<file path="config.mk">
export PLATFORM = sky130hd
export DESIGN_NAME = auto_operation_control
export DESIGN_NICKNAME = d
export VERILOG_FILES = /design/src/inc/auto_op_pkg.sv /design/src/auto_operation_control.sv
export SDC_FILE = /design/constraint.sdc
export NUM_CORES = 1
export LEC_CHECK = 0
export BUFFER_PORTS_ARGS = -buffer_cell sky130_fd_sc_hd__buf_2
export CORE_MARGIN = 4
export CORE_UTILIZATION = 45
export DETAILED_ROUTE_END_ITERATION = 10
export MAX_ROUTING_LAYER = met4
export SLEW_MARGIN = 20
export SYNTH_ARGS = -nofsm -noshare
export SYNTH_HDL_FRONTEND = slang
export SYNTH_SLANG_ARGS = --single-unit
</file>
<file path="constraint.sdc">
create_clock -name CLK_I -period 5.8 [get_ports CLK_I]
set_input_delay 0.29 -clock CLK_I [delete_from_list [all_inputs] [get_ports CLK_I]]
set_output_delay 0.29 -clock CLK_I [all_outputs]
set_load 0.01 [all_outputs]
</file>
<file path="src/inc/auto_op_pkg.sv">
// Constants, types and register map of the automatic operation controller
// Notes on behaviour
// - Falling edge of cycle start request in auto or MDI mode starts operation.
// - Start ignored: wrong mode, e-stop, rewind, reset key, alarm, running, restart, search.
// - No start while feed hold input is held low.
// - Falling edge of feed hold during operation enters hold and stops motion.
// - Single block end, MDI end, alarm or mode change after block stops operation.
// - E-stop low or reset key stops operation and decelerates axes to rest.
// - Releasing feed hold does not resume; a new start request is needed.
// - Entering feed hold clears start lamp and sets hold lamp.
// - Start, hold, running lamps: 1,0,1 start; 0,1,1 hold; 0,0,0 stop and reset.
// - Reset notification rises on e-stop low or reset key.
// - Notification holds for reset processing time plus extra time after release.
// - Reset clears code strobes within sixteen milliseconds.
// - Axis lock blocks servo pulses but block execution continues.
// - Axis lock status mirrors the axis lock request.
// - Dry run in auto or MDI uses dry run feedrate, else programmed.
// - Dry run toggle ramps speed smoothly between the two rates.
// - Single block finishes the current block then stops.
// - Single block low resumes normal sequential execution.
package auto_op_pkg;

   // Timing
   localparam int CLK_HZ = 10_000_000;
   localparam int SCAN_PERIOD_US = 1000;
   localparam int SCAN_CYCLES = CLK_HZ / 1_000_000 * SCAN_PERIOD_US;
   localparam int STROBE_LIMIT_MS = 16;
   localparam int T_RESET_MS = 16;

   // Mode codes on the mode input
   localparam logic [2:0] MODE_AUTO = 3'h1;
   localparam logic [2:0] MODE_MDI = 3'h2;
   localparam logic [2:0] MODE_EDIT = 3'h3;

   // Register word offsets (byte addresses)
   localparam logic [7:0] REG_RST_EXTRA = 8'h00;
   localparam logic [7:0] REG_DRY_RATE = 8'h04;
   localparam logic [7:0] REG_PROG_RATE = 8'h08;
   localparam logic [7:0] REG_RAMP_STEP = 8'h0c;
   localparam logic [7:0] REG_STATUS = 8'h10;

   // Reset values
   localparam logic [15:0] RST_EXTRA_RST = 16'h0000;
   localparam logic [15:0] DRY_RATE_RST = 16'h0100;
   localparam logic [15:0] PROG_RATE_RST = 16'h0080;
   localparam logic [15:0] RAMP_STEP_RST = 16'h0004;

   // Status register field positions
   localparam int STAT_STATE_LSB = 0;
   localparam int STAT_LOCK_BIT = 3;
   localparam int STAT_NOTIFY_BIT = 4;
   localparam int STAT_START_BIT = 5;
   localparam int STAT_HOLD_BIT = 6;
   localparam int STAT_RUN_BIT = 7;
   localparam int STAT_STROBE_LSB = 8;
   localparam int STAT_RATE_LSB = 16;

   typedef enum logic [1:0] {
      OP_STOP,
      OP_START,
      OP_HOLD,
      OP_RESET
   } op_state_t;

   // Lamps and running flag travel together
   typedef struct packed {
      logic start;
      logic hold;
      logic running;
   } lamps_t;

   // All state of the controller
   typedef struct packed {
      logic [15:0] ms_cnt;
      logic prev_start;
      logic prev_hold_n;
      op_state_t state;
      logic [2:0] run_mode;
      logic [16:0] rst_cnt;
      logic [15:0] rate;
      lamps_t lamps;
      logic notify;
      logic lock_stat;
      logic pulse_en;
      logic exec_en;
      logic [2:0] strobes;
      logic [15:0] rst_extra;
      logic [15:0] dry_rate;
      logic [15:0] prog_rate;
      logic [15:0] ramp_step;
      logic ack;
      logic [31:0] rdata;
   } ctl_t;

   localparam ctl_t CTL_RST = '{
      ms_cnt: 16'h0000,
      prev_start: 1'b0,
      prev_hold_n: 1'b1,
      state: OP_STOP,
      run_mode: 3'h0,
      rst_cnt: 17'h00000,
      rate: 16'h0000,
      lamps: 3'h0,
      notify: 1'b0,
      lock_stat: 1'b0,
      pulse_en: 1'b0,
      exec_en: 1'b0,
      strobes: 3'h0,
      rst_extra: RST_EXTRA_RST,
      dry_rate: DRY_RATE_RST,
      prog_rate: PROG_RATE_RST,
      ramp_step: RAMP_STEP_RST,
      ack: 1'b0,
      rdata: 32'h00000000
   };

endpackage

</file>
<file path="src/auto_operation_control.sv">
// Automatic operation state control with Wishbone register access
`timescale 1ns/100ps
`default_nettype none
module auto_operation_control
   import auto_op_pkg::*;
#(
   parameter int SCAN_CYCLES_P = SCAN_CYCLES
) (
   input wire logic CLK_I,
   input wire logic SRST_I,
   input wire logic [7:0] ADR_I,
   input wire logic [31:0] DAT_I,
   input wire logic [3:0] SEL_I,
   input wire logic WE_I,
   input wire logic CYC_I,
   input wire logic STB_I,
   output logic [31:0] DAT_O,
   output logic ACK_O,
   input wire logic [2:0] MODE_I,
   input wire logic CYCLE_START_REQUEST_I,
   input wire logic FEED_HOLD_N_I,
   input wire logic EMERGENCY_STOP_N_I,
   input wire logic RESET_AND_REWIND_I,
   input wire logic RESET_KEY_I,
   input wire logic ALARM_I,
   input wire logic PROGRAM_RESTART_I,
   input wire logic SEQ_SEARCH_I,
   input wire logic BLOCK_DONE_I,
   input wire logic MDI_END_I,
   input wire logic AXIS_LOCK_REQUEST_I,
   input wire logic DRY_RUN_REQUEST_I,
   input wire logic SINGLE_BLOCK_REQUEST_I,
   input wire logic [2:0] CODE_STROBE_SET_I,
   input wire logic CODE_FINISH_I,
   output logic CYCLE_START_LAMP_O,
   output logic FEED_HOLD_LAMP_O,
   output logic AUTO_RUNNING_O,
   output logic RESET_NOTIFY_O,
   output logic AXIS_LOCK_STATUS_O,
   output logic SERVO_PULSE_EN_O,
   output logic BLOCK_EXEC_EN_O,
   output logic MISC_CODE_STROBE_O,
   output logic SPINDLE_CODE_STROBE_O,
   output logic TOOL_CODE_STROBE_O,
   output logic [15:0] FEED_RATE_O
);

   localparam logic [15:0] SCAN_LAST = 16'(SCAN_CYCLES_P - 1);
   localparam logic [16:0] RESET_HOLD = 17'(T_RESET_MS);

   ctl_t s;
   ctl_t next_s;
   logic scan;
   logic start_fall;
   logic hold_fall;
   logic reset_cause;
   logic auto_mode;
   logic start_ok;
   logic mode_leave;
   logic [15:0] target;

   // Byte-lane merge for 16-bit registers
   function automatic logic [15:0] wmerge(input logic [15:0] old,
      input logic [31:0] dat, input logic [3:0] sel);
      logic [15:0] r;
      r = old;
      if (sel[0]) begin
         r[7:0] = dat[7:0];
      end
      if (sel[1]) begin
         r[15:8] = dat[15:8];
      end
      return r;
   endfunction

   // Speed one ramp step closer to the target
   function automatic logic [15:0] ramp(input logic [15:0] cur,
      input logic [15:0] tgt, input logic [15:0] step);
      logic [15:0] r;
      r = cur;
      if (cur < tgt) begin
         r = (tgt - cur > step) ? cur + step : tgt;
      end else if (cur > tgt) begin
         r = (cur - tgt > step) ? cur - step : tgt;
      end
      return r;
   endfunction

   // Scan tick and edge detection against previous scan sample
   assign scan = (s.ms_cnt == SCAN_LAST);
   assign start_fall = scan & s.prev_start & ~CYCLE_START_REQUEST_I;
   assign hold_fall = scan & s.prev_hold_n & ~FEED_HOLD_N_I;
   assign reset_cause = ~EMERGENCY_STOP_N_I | RESET_KEY_I;
   assign auto_mode = (MODE_I == MODE_AUTO) | (MODE_I == MODE_MDI);

   // Every blocking condition vetoes a start edge
   assign start_ok = start_fall & auto_mode & EMERGENCY_STOP_N_I
      & ~RESET_AND_REWIND_I & ~RESET_KEY_I & ~ALARM_I
      & ~PROGRAM_RESTART_I & ~SEQ_SEARCH_I
      & FEED_HOLD_N_I;

   // Leaving for another automatic mode or edit waits for block end
   assign mode_leave = BLOCK_DONE_I & (MODE_I != s.run_mode)
      & (auto_mode | (MODE_I == MODE_EDIT));

   // Dry run only counts while operating in auto or MDI
   always_comb begin
      target = 16'h0000;
      if (s.state == OP_START) begin
         if (DRY_RUN_REQUEST_I & auto_mode) begin
            target = s.dry_rate;
         end else begin
            target = s.prog_rate;
         end
      end
   end

   // Next state of the whole controller
   always_comb begin
      next_s = s;
      next_s.ms_cnt = scan ? 16'h0000 : s.ms_cnt + 16'h0001;
      next_s.lock_stat = AXIS_LOCK_REQUEST_I;

      if (scan) begin
         next_s.prev_start = CYCLE_START_REQUEST_I;
         next_s.prev_hold_n = FEED_HOLD_N_I;
         next_s.rate = ramp(s.rate, target, s.ramp_step);
         if (reset_cause) begin
            next_s.state = OP_RESET;
            next_s.rst_cnt = RESET_HOLD + {1'b0, s.rst_extra};
         end else begin
            case (s.state)
               OP_STOP: begin
                  if (start_ok) begin
                     next_s.state = OP_START;
                     next_s.run_mode = MODE_I;
                  end
               end
               OP_START: begin
                  if (hold_fall) begin
                     next_s.state = OP_HOLD;
                  end else if (ALARM_I | mode_leave) begin
                     next_s.state = OP_STOP;
                  end else if (BLOCK_DONE_I & SINGLE_BLOCK_REQUEST_I) begin
                     next_s.state = OP_STOP;
                  end else if (MDI_END_I & (s.run_mode == MODE_MDI)) begin
                     next_s.state = OP_STOP;
                  end
               end
               OP_HOLD: begin
                  // Release of hold alone never resumes
                  if (ALARM_I) begin
                     next_s.state = OP_STOP;
                  end else if (start_ok) begin
                     next_s.state = OP_START;
                     next_s.run_mode = MODE_I;
                  end
               end
               OP_RESET: begin
                  // Count the hold time once the cause has gone
                  if (s.rst_cnt == 17'h00000) begin
                     next_s.state = OP_STOP;
                  end else begin
                     next_s.rst_cnt = s.rst_cnt - 17'h00001;
                  end
               end
               default: begin
                  next_s.state = OP_STOP;
               end
            endcase
         end
      end

      // Lamps follow the state being entered
      case (next_s.state)
         OP_START: next_s.lamps = '{start: 1'b1, hold: 1'b0, running: 1'b1};
         OP_HOLD: next_s.lamps = '{start: 1'b0, hold: 1'b1, running: 1'b1};
         default: next_s.lamps = '{start: 1'b0, hold: 1'b0, running: 1'b0};
      endcase
      next_s.notify = (next_s.state == OP_RESET);
      next_s.exec_en = (next_s.state == OP_START);
      next_s.pulse_en = (next_s.state == OP_START)
         & ~AXIS_LOCK_REQUEST_I;

      // Code strobes: set by the sequencer, cleared by finish or reset
      next_s.strobes = s.strobes | CODE_STROBE_SET_I;
      // A set arriving with finish survives, so no code is lost
      if (CODE_FINISH_I) begin
         next_s.strobes = CODE_STROBE_SET_I;
      end
      if (scan & reset_cause) begin
         next_s.strobes = 3'h0;
      end

      // Wishbone slave: ack one cycle after request, drops next cycle
      next_s.ack = CYC_I & STB_I & ~s.ack;
      if (CYC_I & STB_I & ~s.ack) begin
         next_s.rdata = 32'h00000000;
         case (ADR_I)
            REG_RST_EXTRA: next_s.rdata[15:0] = s.rst_extra;
            REG_DRY_RATE: next_s.rdata[15:0] = s.dry_rate;
            REG_PROG_RATE: next_s.rdata[15:0] = s.prog_rate;
            REG_RAMP_STEP: next_s.rdata[15:0] = s.ramp_step;
            REG_STATUS: begin
               next_s.rdata[STAT_STATE_LSB +: 2] = s.state;
               next_s.rdata[STAT_LOCK_BIT] = s.lock_stat;
               next_s.rdata[STAT_NOTIFY_BIT] = s.notify;
               next_s.rdata[STAT_START_BIT] = s.lamps.start;
               next_s.rdata[STAT_HOLD_BIT] = s.lamps.hold;
               next_s.rdata[STAT_RUN_BIT] = s.lamps.running;
               next_s.rdata[STAT_STROBE_LSB +: 3] = s.strobes;
               next_s.rdata[STAT_RATE_LSB +: 16] = s.rate;
            end
            default: next_s.rdata = 32'h00000000;
         endcase
      end
      // Writes land on the edge where the master sees ack
      if (CYC_I & STB_I & WE_I & s.ack) begin
         case (ADR_I)
            REG_RST_EXTRA: next_s.rst_extra = wmerge(s.rst_extra, DAT_I, SEL_I);
            REG_DRY_RATE: next_s.dry_rate = wmerge(s.dry_rate, DAT_I, SEL_I);
            REG_PROG_RATE: next_s.prog_rate = wmerge(s.prog_rate, DAT_I, SEL_I);
            REG_RAMP_STEP: next_s.ramp_step = wmerge(s.ramp_step, DAT_I, SEL_I);
            default: next_s.rdata = s.rdata;
         endcase
      end
   end

   // State register
   always_ff @(posedge CLK_I) begin
      if (SRST_I) begin
         s <= CTL_RST;
      end else begin
         s <= next_s;
      end
   end

   // Outputs straight from the state register
   assign DAT_O = s.rdata;
   assign ACK_O = s.ack;
   assign CYCLE_START_LAMP_O = s.lamps.start;
   assign FEED_HOLD_LAMP_O = s.lamps.hold;
   assign AUTO_RUNNING_O = s.lamps.running;
   assign RESET_NOTIFY_O = s.notify;
   assign AXIS_LOCK_STATUS_O = s.lock_stat;
   assign SERVO_PULSE_EN_O = s.pulse_en;
   assign BLOCK_EXEC_EN_O = s.exec_en;
   assign MISC_CODE_STROBE_O = s.strobes[0];
   assign SPINDLE_CODE_STROBE_O = s.strobes[1];
   assign TOOL_CODE_STROBE_O = s.strobes[2];
   assign FEED_RATE_O = s.rate;
endmodule // auto_operation_control
`default_nettype wire

</file>
==> summary.md, run 1 <==
| Metric | Value |
|---|---|
| Vias/cell | `5.52` |
| Core Region | `0.0253 mm^2` |
| Number of flip-flops in the largest register | `101` |
| Number of cells on the critical path | `26` |
| Area share of the largest cell type after synthesis | `0.280` |
| Slowest stage delay, CP | `0.48 ns` |
| Ys async rst share | `0` |
| Max Root-Sink Buffers | `2` |
| Post-Route WL | `32400 um` |
| Worst Tran Pin Value | `1.14 ns` |
| Number of synthesized register bits | `162` |
| Most frequent cells in the layout | `nor2_1 (183), dfxtp_1 (162), a21oi_1 (130)` |
| RR Startpoint | `s[143]` |
| Syn_nets | `1631` |
| Synthesis-to-layout area growth | `9.98%` |
| Power Density | `195 mW/mm^2` |
| Max-cap check violation count | `0` |
| CTS tree | `yes` |
| # port buffers | `109` |
| Die area | `0.0284 mm^2` |
| Worst path arrival time | `5.70 ns` |
| Grt ovf | `0` |
| Layout cells sized above 1 | `0.139` |
| Initial Utilization | `0.459` |
| Clock sink total | `162` |
| Final setup fails | `0` |
| Final setup margin | `0.428 ns` |
| Main flop type after synthesis | `dfxtp_1` |
| Clk_lat worst skew | `0.42 ns` |
| Finished Layout Cells | `1834` |
| Syn Area/Cell | `7.94 um^2` |
| Most common cell after layout, fill and taps aside | `nor2_1` |
| Most flops, register | `s` |
| R2r setup slk | `0.43 ns` |
| CP endpoint | `FEED_RATE_O[12]` |
| Worst Hold Class | `in -> reg` |
| Post-synth top area cell | `dfxtp_1` |
| Die width | `169 um` |
| First-pass GRT wire length | `52900 um` |
| VDD IR max | `0.000193 V` |
| Cell depth of the worst flop-to-flop path | `26` |
| Seq/Total Area, Yosys | `0.280` |
| Post-synth EDFFs | `0` |
| Worst flop-to-flop path endpoint | `FEED_RATE_O[12]` |
| Placed Area | `0.0121 mm^2` |
| Status | `complete, no violations` |
| Number of DRC markers in iteration 0 | `623` |
| Hold depth | `2` |
| Critical Path End Type | `flip-flop` |
| Critical path's slowest cell | `dfxtp_1` |
| Synth Instances | `1460` |
| Clk_skew | `0.00841 ns` |
| Layout fillers | `2449` |
| Slew Limit Fails | `0` |
| Fmax | `0.186 GHz` |
| WP data required | `6.13 ns` |
| Post-route cell area | `0.0128 mm^2` |
| Final Hold Fails | `0` |
| DRT Pass-1 Iters | `5` |
| Library cells used by synthesis | `80` |
| Number of CTS-inserted buffers | `17` |
| ANT nets after route | `0` |
| Cells after DPL | `1802` |
| Startpoint types | `flip-flop` |
| Crit Path Category | `reg -> reg` |
| Tot GR Track Use | `0.234` |
| Worst slew margin | `0.232` |
| Bufs and invs on worst path | `4` |
| WL per Instance | `17.7 um` |
| Fin crit share | `0.926` |
| Crit-path max FO | `15` |
| Root buf cell | `clkbuf_16` |
| Post-Place Worst Slack | `0.0565 ns` |
| FP Rows | `58` |
| Static Leakage | `5.48 nW` |
| H-tree depth | `4` |
| Post-route DRC | `0` |
| Vias in the first global route | `9977` |
| Vias | `10100` |
| Largest net degree at the start of global routing | `149` |
| Final net count | `1662` |
| # diodes | `0` |
| Post-route minimum period | `5.37 ns` |
| CTS Hold Bufs | `0` |
| Die H | `169 um` |
| Post-Syn Area | `0.0116 mm^2` |
| Dpl hpwl | `24800 um` |
| # IOs | `128` |
| RSZ-0062 raised after global routing | `no` |
| Cell family with most CP delay | `compound AO/OA/AOI/OAI gates` |
| Top post-synthesis cells by area | `dfxtp_1 (28%), ha_1 (11%), mux2i_1 (6.3%)` |
| Ys Warns | `0` |
| Clock-pin slew on the worst setup and hold paths | `0.07 ns` |
| Initial antenna violation count | `0` |
| RePlAce Congestion | `0.907` |
| Setup TNS Final | `0 ns` |
| Crit path from | `s[143]` |
==> per-layer routing <==
layer / GRT usage / up-vias / part of all wire
met4: 0.0649 / 0 / 0.020
met5: - / - / 0
met2: 0.389 / 200 / 0.48
met3: 0.0229 / 34 / 0.028
li1: - / 5136 / -
met1: 0.306 / 4750 / 0.47
==> power breakdown <==
| part | switching (mW) | internal (mW) |
|---|---|---|
| clock network | 0.494 | 0.753 |
| logic | 0.0771 | 0.0389 |
| registers | 0.00430 | 1.12 |
| total | 0.575 | 1.91 |
==> stage by stage <==
stage	hold slack (ns)	util	total power, mW
2_1_floorplan	0.362	-	1.22
3_3_place_gp	0.426	0.479	1.27
3_5_place_dp	0.434	0.479	1.27
4_1_cts	0.0235	0.505	2.51
5_1_grt	0.0266	0.505	2.57
6_report	0.0332	0.505	2.49
==> final cells by class <==
type,instances,area [um^2],share of cell area
Multi-Input combinational cell,1098,7410,0.581
Tap cell,330,413,0.0324
Clock inverter,13,196,0.0154
Timing Repair Buffer,133,741,0.0581
Clock buffer,19,453,0.0355
Sequential cell,162,3240,0.254
Inverter,79,297,0.0232
==> logic make-up (layout without fill, tap and decap cells) <==
family                     after synthesis  in the layout  share of synthesized area
xor gates and xnor gates                62             62                     0.0468
adders and majority gates              102            102                      0.113
and+or+nand+nor                        486            486                      0.201
muxes                                   83             83                     0.0727
buffers and inverters                  200            244                     0.0833
AOI/OAI and AO/OA                      365            365                      0.204
DFF                                    162            162                      0.280
==> how the worst min path moves through the flow <==
stage                        startpoint                to  slack (ns)
floorplan           AXIS_LOCK_REQUEST_I  SERVO_PULSE_EN_O        0.36
global placement                 s[147]            s[147]        0.43
detailed placement               s[147]            s[147]        0.43
CTS                 AXIS_LOCK_REQUEST_I  SERVO_PULSE_EN_O        0.02
global route        AXIS_LOCK_REQUEST_I  SERVO_PULSE_EN_O        0.03
finish              AXIS_LOCK_REQUEST_I  SERVO_PULSE_EN_O        0.03
==> what timing repair did <==
action / 4_1_cts / 5_1_grt
buffers inserted: 0 / 0
resized for setup: 0 / 4
endpoints found under the setup margin: 0 / 11
==> cells in the mapped netlist (all sizes together) (20+ instances only) <==
master  number
a21oi      130
nand2      116
inv         79
nand3       21
nor2b       25
xor2        22
dfxtp      162
clkbuf      51
ha          98
mux2i       73
nor3        27
o211ai      20
a22oi       26
o21ai       71
nor2       185
xnor2       40
buf         70
(Power assumes the default switching activity.)
==> inputs of run 2 (changes only) <==
CORE_UTILIZATION = 35   (was 45)
==> run 2 against run 1 <==
Clock-buffer cell count increased by 2. Register-to-register slack improved by 0.05 ns. First-iteration DRC count decreased by 3.9%. Largest cell class unchanged. Largest power group unchanged.
==> summary.md, run 2 (synthesis results as in run 1) <==
| Metric | Value |
|---|---|
| Dpl hpwl | `25500 um (was 24800 um)` |
| Vias/cell | `5.20 (was 5.52)` |
| Slowest stage delay, CP | `0.38 ns (was 0.48 ns)` |
| Critical Path End Type | `flip-flop (unchanged)` |
| Tot GR Track Use | `0.182 (was 0.234)` |
| # IOs | `128 (unchanged)` |
| Power Density | `188 mW/mm^2 (was 195 mW/mm^2)` |
| Final net count | `1660 (was 1662)` |
| Placed Area | `0.0122 mm^2 (was 0.0121 mm^2)` |
| Largest net degree at the start of global routing | `83 (was 149)` |
| Startpoint types | `flip-flop (unchanged)` |
| Cells after DPL | `1912 (was 1802)` |
| Sequential Power Share | `0.466 (was 0.452)` |
| Root buf cell | `clkbuf_16 (unchanged)` |
| Die area | `0.0361 mm^2 (was 0.0284 mm^2)` |
| Clock-pin slew on the worst setup and hold paths | `0.06 ns (was 0.07 ns)` |
| Crit-path max FO | `14 (was 15)` |
| Static Leakage | `5.44 nW (was 5.48 nW)` |
| Post-Route WL | `32600 um (was 32400 um)` |
| Final setup fails | `0 (unchanged)` |
| Clk_lat worst skew | `0.43 ns (was 0.42 ns)` |
| Critical path's slowest cell | `dfxtp_1 (unchanged)` |
| Post-route cell area | `0.0128 mm^2 (about the same)` |
| WL per Instance | `16.8 um (was 17.7 um)` |
| FP Rows | `66 (was 58)` |
| Setup TNS Final | `0 ns (unchanged)` |
| Initial antenna violation count | `3 (was 0)` |
| Core Region | `0.0326 mm^2 (was 0.0253 mm^2)` |
| Worst Tran Pin Value | `1.03 ns (was 1.14 ns)` |
| Internal Power | `1.85 mW (was 1.91 mW)` |
| P_sw | `0.561 mW (was 0.575 mW)` |
| Crit Path Category | `reg -> reg (unchanged)` |
| Most flops, register | `s (unchanged)` |
| Fmax | `0.188 GHz (was 0.186 GHz)` |
| Status | `complete, no violations (unchanged)` |
| Most frequent cells in the layout | `nor2_1 (184), dfxtp_1 (161), a21oi_1 (130) (was nor2_1 (183), dfxtp_1 (162), a21oi_1 (130))` |
| ANT nets after route | `0 (unchanged)` |
| Post-route minimum period | `5.32 ns (was 5.37 ns)` |
| CTS tree | `yes (unchanged)` |
| Final Hold Fails | `0 (unchanged)` |
| Clock sink total | `162 (unchanged)` |
| RSZ-0062 raised after global routing | `no (unchanged)` |
| Cell family with most CP delay | `compound AO/OA/AOI/OAI gates (unchanged)` |
| Switching Fraction | `0.233 (was 0.231)` |
| Fin crit share | `0.917 (was 0.926)` |
| Number of flip-flops in the largest register | `101 (unchanged)` |
| WP data required | `6.17 ns (was 6.13 ns)` |
| Number of DRC markers in iteration 0 | `599 (was 623)` |
| Finished Layout Cells | `1946 (was 1834)` |
| Clock share of power | `0.487 (was 0.501)` |
| DRT Pass-1 Iters | `5 (unchanged)` |
| Die width | `190 um (was 169 um)` |
| First-pass GRT wire length | `51900 um (was 52900 um)` |
| Layout cells sized above 1 | `0.135 (was 0.139)` |
| Overall power | `2.41 mW (was 2.49 mW)` |
| Comb pwr share | `0.047 (about the same)` |
| Die H | `190 um (was 169 um)` |
| Vias | `10100 (about the same)` |
| Worst Hold Class | `in -> reg (unchanged)` |
| Post-route DRC | `0 (unchanged)` |
| Hold_ws | `0.0199 ns (was 0.0332 ns)` |
| H-tree depth | `4 (unchanged)` |
| Most used cell, CP | `a21oi_1` |
| Vias in the first global route | `9523 (was 9977)` |
| Slew Limit Fails | `0 (unchanged)` |
| Initial Utilization | `0.356 (was 0.459)` |
| RePlAce Congestion | `0.899 (was 0.907)` |
| Synthesis-to-layout area growth | `10.5% (was 9.98%)` |
| CTS Hold Bufs | `0 (unchanged)` |
| # port buffers | `109 (unchanged)` |
| R2r setup slk | `0.48 ns (was 0.43 ns)` |
| Clk_skew | `0.00758 ns (was 0.00841 ns)` |
| VDD IR max | `0.000208 V (was 0.000193 V)` |
| Number of CTS-inserted buffers | `17 (unchanged)` |
| Worst slew margin | `0.306 (was 0.232)` |
| Bufs and invs on worst path | `3 (was 4)` |
| Max-cap check violation count | `0 (unchanged)` |
| Worst path arrival time | `5.69 ns (was 5.70 ns)` |
| Grt ovf | `0 (unchanged)` |
| Max Root-Sink Buffers | `2 (unchanged)` |
| Most common cell after layout, fill and taps aside | `nor2_1 (unchanged)` |
-- run 2: cell type report --
type | instances | area, um^2
antenna | 3 | 7.51
fill | 3313 | 19800
timing repair buffer | 131 | 713
multi-input combinational | 1098 | 7400
clock inverter | 10 | 150
tap | 442 | 553
clock buffer | 21 | 450
inverter | 79 | 297
sequential | 162 | 3240
-- run 2: worst reg2reg max path, cell delays in order, from the launching register on --
cell and delay [ns]:
dfxtp_1 0.38, nand2b_1 0.25, buf_4 0.22, or2_2 0.35, inv_1 0.07, ha_1 0.30, a21o_1 0.22, a21oi_1 0.22
o21bai_1 0.09, a21oi_1 0.23, o21bai_1 0.14, a21oi_1 0.22, o21bai_1 0.09, a21oi_1 0.19, xnor2_1 0.14, ha_1 0.25
o21ai_0 0.15, o21ai_0 0.09, o2111a_1 0.14, o21a_1 0.20, o311ai_2 0.32, buf_4 0.26, a31oi_1 0.10, a2111oi_4 0.36
a21o_1 0.17, a22o_1 0.12
-- run 2: worst paths after layout --
| path | startpoint | to | depth (start not counted) |
|---|---|---|---|
| setup reg to reg | s[144] | FEED_RATE_O[15] | 25 |
| hold / removal | AXIS_LOCK_REQUEST_I | SERVO_PULSE_EN_O | 2 |
| hold reg to reg | s[147] | s[147] | 1 |
| setup / recovery | s[144] | FEED_RATE_O[15] | 25 |
-- run 2: per-stage QoR --
| step | setup WS [ns] | util |
|---|---|---|
| 2_1_floorplan | 0.532 | - |
| 3_3_place_gp | 0.225 | 0.374 |
| 3_5_place_dp | 0.175 | 0.374 |
| 4_1_cts | 0.472 | 0.393 |
| 5_1_grt | 0.0596 | 0.393 |
| 6_report | 0.483 | 0.393 |
-- run 2: power by group through the flow --
stage | logic, mW | clock network (mW) | registers, mW
2_1_floorplan | 0.0681 | 0 | 1.15
3_3_place_gp | 0.112 | 0 | 1.15
3_5_place_dp | 0.113 | 0 | 1.15
4_1_cts | 0.113 | 1.20 | 1.12
5_1_grt | 0.124 | 1.24 | 1.12
6_report | 0.113 | 1.17 | 1.12
-- run 2: layer usage --
layer / GRT usage / up-vias / wire length, um
li1: - / 5155 / -
met5: - / - / 0
met1: 0.241 / 4736 / 15400
met3: 0.0213 / 32 / 1100
met4: 0.0392 / 0 / 487
met2: 0.303 / 196 / 15600
-- run 2: timing repair --
action | CTS | global route
setup endpoints to repair | 0 | 1
gates resized for setup | 0 | 2
setup buffers | 0 | 0
==> inputs of run 3 (changes only) <==
RECOVER_POWER = 50   (was not set)
==> run 3 against run 2 <==
The flow now finishes with violations (max-capacitance violations, max-slew violations). Largest power group unchanged. Worst hold slack improved by 0.0019 ns. Clock-buffer cell count did not move. Via count rose by 0.60%. Fmax fell by 0.19%. First-iteration DRC count rose by 0.50%. Critical path type unchanged. Die area did not move.
==> summary.md, run 3 (synthesis results as in run 1) <==
| Metric | Value |
|---|---|
| FP Rows | `66 (unchanged)` |
| Vias | `10200 (was 10100)` |
| H-tree depth | `4 (unchanged)` |
| # port buffers | `109 (unchanged)` |
| Worst Hold Class | `in -> reg (unchanged)` |
| Slew Limit Fails | `151 (was 0)` |
| # IOs | `128 (unchanged)` |
| Clock-pin slew on the worst setup and hold paths | `0.06 ns (about the same)` |
| Final Hold Fails | `0 (unchanged)` |
| Vias/cell | `5.23 (was 5.20)` |
| Worst Tran Pin Value | `3.64 ns (was 1.03 ns)` |
| Number of CTS-inserted buffers | `17 (unchanged)` |
| Core Region | `0.0326 mm^2 (unchanged)` |
| Most frequent cells in the layout | `nor2_1 (184), dfxtp_1 (161), a21oi_1 (130) (unchanged)` |
| Worst slew margin | `-1.43 (was 0.306)` |
| Crit Path Category | `reg -> reg (unchanged)` |
| Failing checks | `max-capacitance violations, max-slew violations` |
| Max-cap check violation count | `2 (was 0)` |
| Fin crit share | `0.918 (was 0.917)` |
| Synthesis-to-layout area growth | `9.62% (was 10.5%)` |
| First-pass GRT wire length | `51900 um (unchanged)` |
| Die area | `0.0361 mm^2 (unchanged)` |
| VDD IR max | `0.000206 V (was 0.000208 V)` |
| Dpl hpwl | `25500 um (unchanged)` |
| Initial antenna violation count | `2 (was 3)` |
| Layout cells sized above 1 | `0.0913 (was 0.135)` |
| RSZ-0062 raised after global routing | `no (unchanged)` |
| Number of flip-flops in the largest register | `101 (unchanged)` |
| Hold depth | `2 (unchanged)` |
| Vias in the first global route | `9523 (unchanged)` |
| Clk_skew | `0.00761 ns (was 0.00758 ns)` |
| Post-Place Worst Slack | `0.175 ns (unchanged)` |
| RePlAce Congestion | `0.899 (unchanged)` |
| Status | `finished, violations left (was complete, no violations)` |
| Max Root-Sink Buffers | `2 (unchanged)` |
| Startpoint types | `flip-flop (unchanged)` |
| Die width | `190 um (unchanged)` |
| WL per Instance | `16.8 um (about the same)` |
| DRT Pass-1 Iters | `5 (unchanged)` |
| Final setup margin | `0.473 ns (was 0.483 ns)` |
| Most flops, register | `s (unchanged)` |
| Clk_lat worst skew | `0.43 ns (about the same)` |
| Root buf cell | `clkbuf_16 (unchanged)` |
| Final setup fails | `0 (unchanged)` |
| Worst path arrival time | `5.70 ns (was 5.69 ns)` |
| Largest net degree at the start of global routing | `83 (unchanged)` |
| Final net count | `1660 (unchanged)` |
| Grt ovf | `0 (unchanged)` |
| Cell depth of the worst flop-to-flop path | `25 (unchanged)` |
| WP data required | `6.17 ns (about the same)` |
| Initial Utilization | `0.356 (unchanged)` |
| Crit-path max FO | `14 (unchanged)` |
| Post-route minimum period | `5.33 ns (was 5.32 ns)` |
| Tot GR Track Use | `0.182 (unchanged)` |
| ANT nets after route | `0 (unchanged)` |
| Post-CTS setup repair buffer count | `0 (unchanged)` |
| Post-Route WL | `32700 um (was 32600 um)` |
| Post-route DRC | `0 (unchanged)` |
| Number of DRC markers in iteration 0 | `602 (was 599)` |
| Setup TNS Final | `0 ns (unchanged)` |
| CTS tree | `yes (unchanged)` |
| Static Leakage | `5.17 nW (was 5.44 nW)` |
| Most common cell after layout, fill and taps aside | `nor2_1 (unchanged)` |
| Hold_ws | `0.0218 ns (was 0.0199 ns)` |
| Die H | `190 um (unchanged)` |
| Critical Path End Type | `flip-flop (unchanged)` |
| Fmax | `0.188 GHz (about the same)` |
| Clock sink total | `162 (unchanged)` |
| Power Density | `190 mW/mm^2 (was 188 mW/mm^2)` |
-- run 3: per-stage QoR --
step	total power [mW]	instances	area [um^2]	utilization
after global placement	1.26	1912	12200	0.374
final	2.41	1945	12700	0.390
after CTS	2.44	1943	12800	0.393
after global routing	2.49	1945	12700	0.390
after floorplan	1.22	1460	11600	-
after detailed placement	1.26	1912	12200	0.374
-- run 3: area by class of cell --
| cell class | count | area (um^2) |
|---|---|---|
| multi-input cells | 1098 | 7390 |
| repair buffers | 131 | 622 |
| fillers | 3347 | 19900 |
| flip-flops and latches | 162 | 3240 |
| well taps | 442 | 553 |
| clock buffers | 21 | 450 |
| clock inverters | 10 | 150 |
| inverters | 79 | 297 |
| diodes | 2 | 5.00 |
-- run 3: power by group --
part           switching [mW]  total [mW]  internal [mW]  leakage [nW]
Combinational          0.0743       0.110         0.0358          3.57
Clock                   0.482        1.18          0.694         0.289
Sequential            0.00478        1.12           1.12          1.31
-- run 3: worst max-delay path: stages (launching register included) --
cell       delay, ns
dfxtp_1         0.38
nand2b_1        0.26
buf_4           0.22
or2_2           0.34
inv_1           0.07
ha_1            0.30
a21o_1          0.21
a21oi_1         0.22
o21bai_1        0.09
a21oi_1         0.23
o21bai_1        0.14
a21oi_1         0.22
o21bai_1        0.09
a21oi_1         0.19
xnor2_1         0.14
ha_1            0.25
o21ai_0         0.15
o21ai_0         0.09
o2111a_1        0.14
o21a_1          0.20
o311ai_2        0.33
buf_4           0.26
a31oi_1         0.10
a2111oi_4       0.36
a21o_1          0.17
a22o_1          0.12
-- run 3: layer usage --
| metal | track usage | wire [um] | up-vias |
|---|---|---|---|
| met1 | 0.241 | 15300 | 4766 |
| met4 | 0.0392 | 561 | 0 |
| met5 | - | 0 | - |
| met2 | 0.303 | 15700 | 221 |
| met3 | 0.0213 | 1150 | 34 |
| li1 | - | - | 5159 |
-- run 3: path summary, 6_finish.rpt --
path | start | end | slack, ns
hold / removal | AXIS_LOCK_REQUEST_I | SERVO_PULSE_EN_O | 0.02
setup reg to reg | s[144] | FEED_RATE_O[15] | 0.47
hold reg to reg | s[147] | s[147] | 0.45
setup / recovery | s[144] | FEED_RATE_O[15] | 0.47
-- run 3: timing repair --
action | CTS | global route
resized for setup | 0 | 2
setup endpoints to repair | 0 | 1
hold buffers | 0 | 0
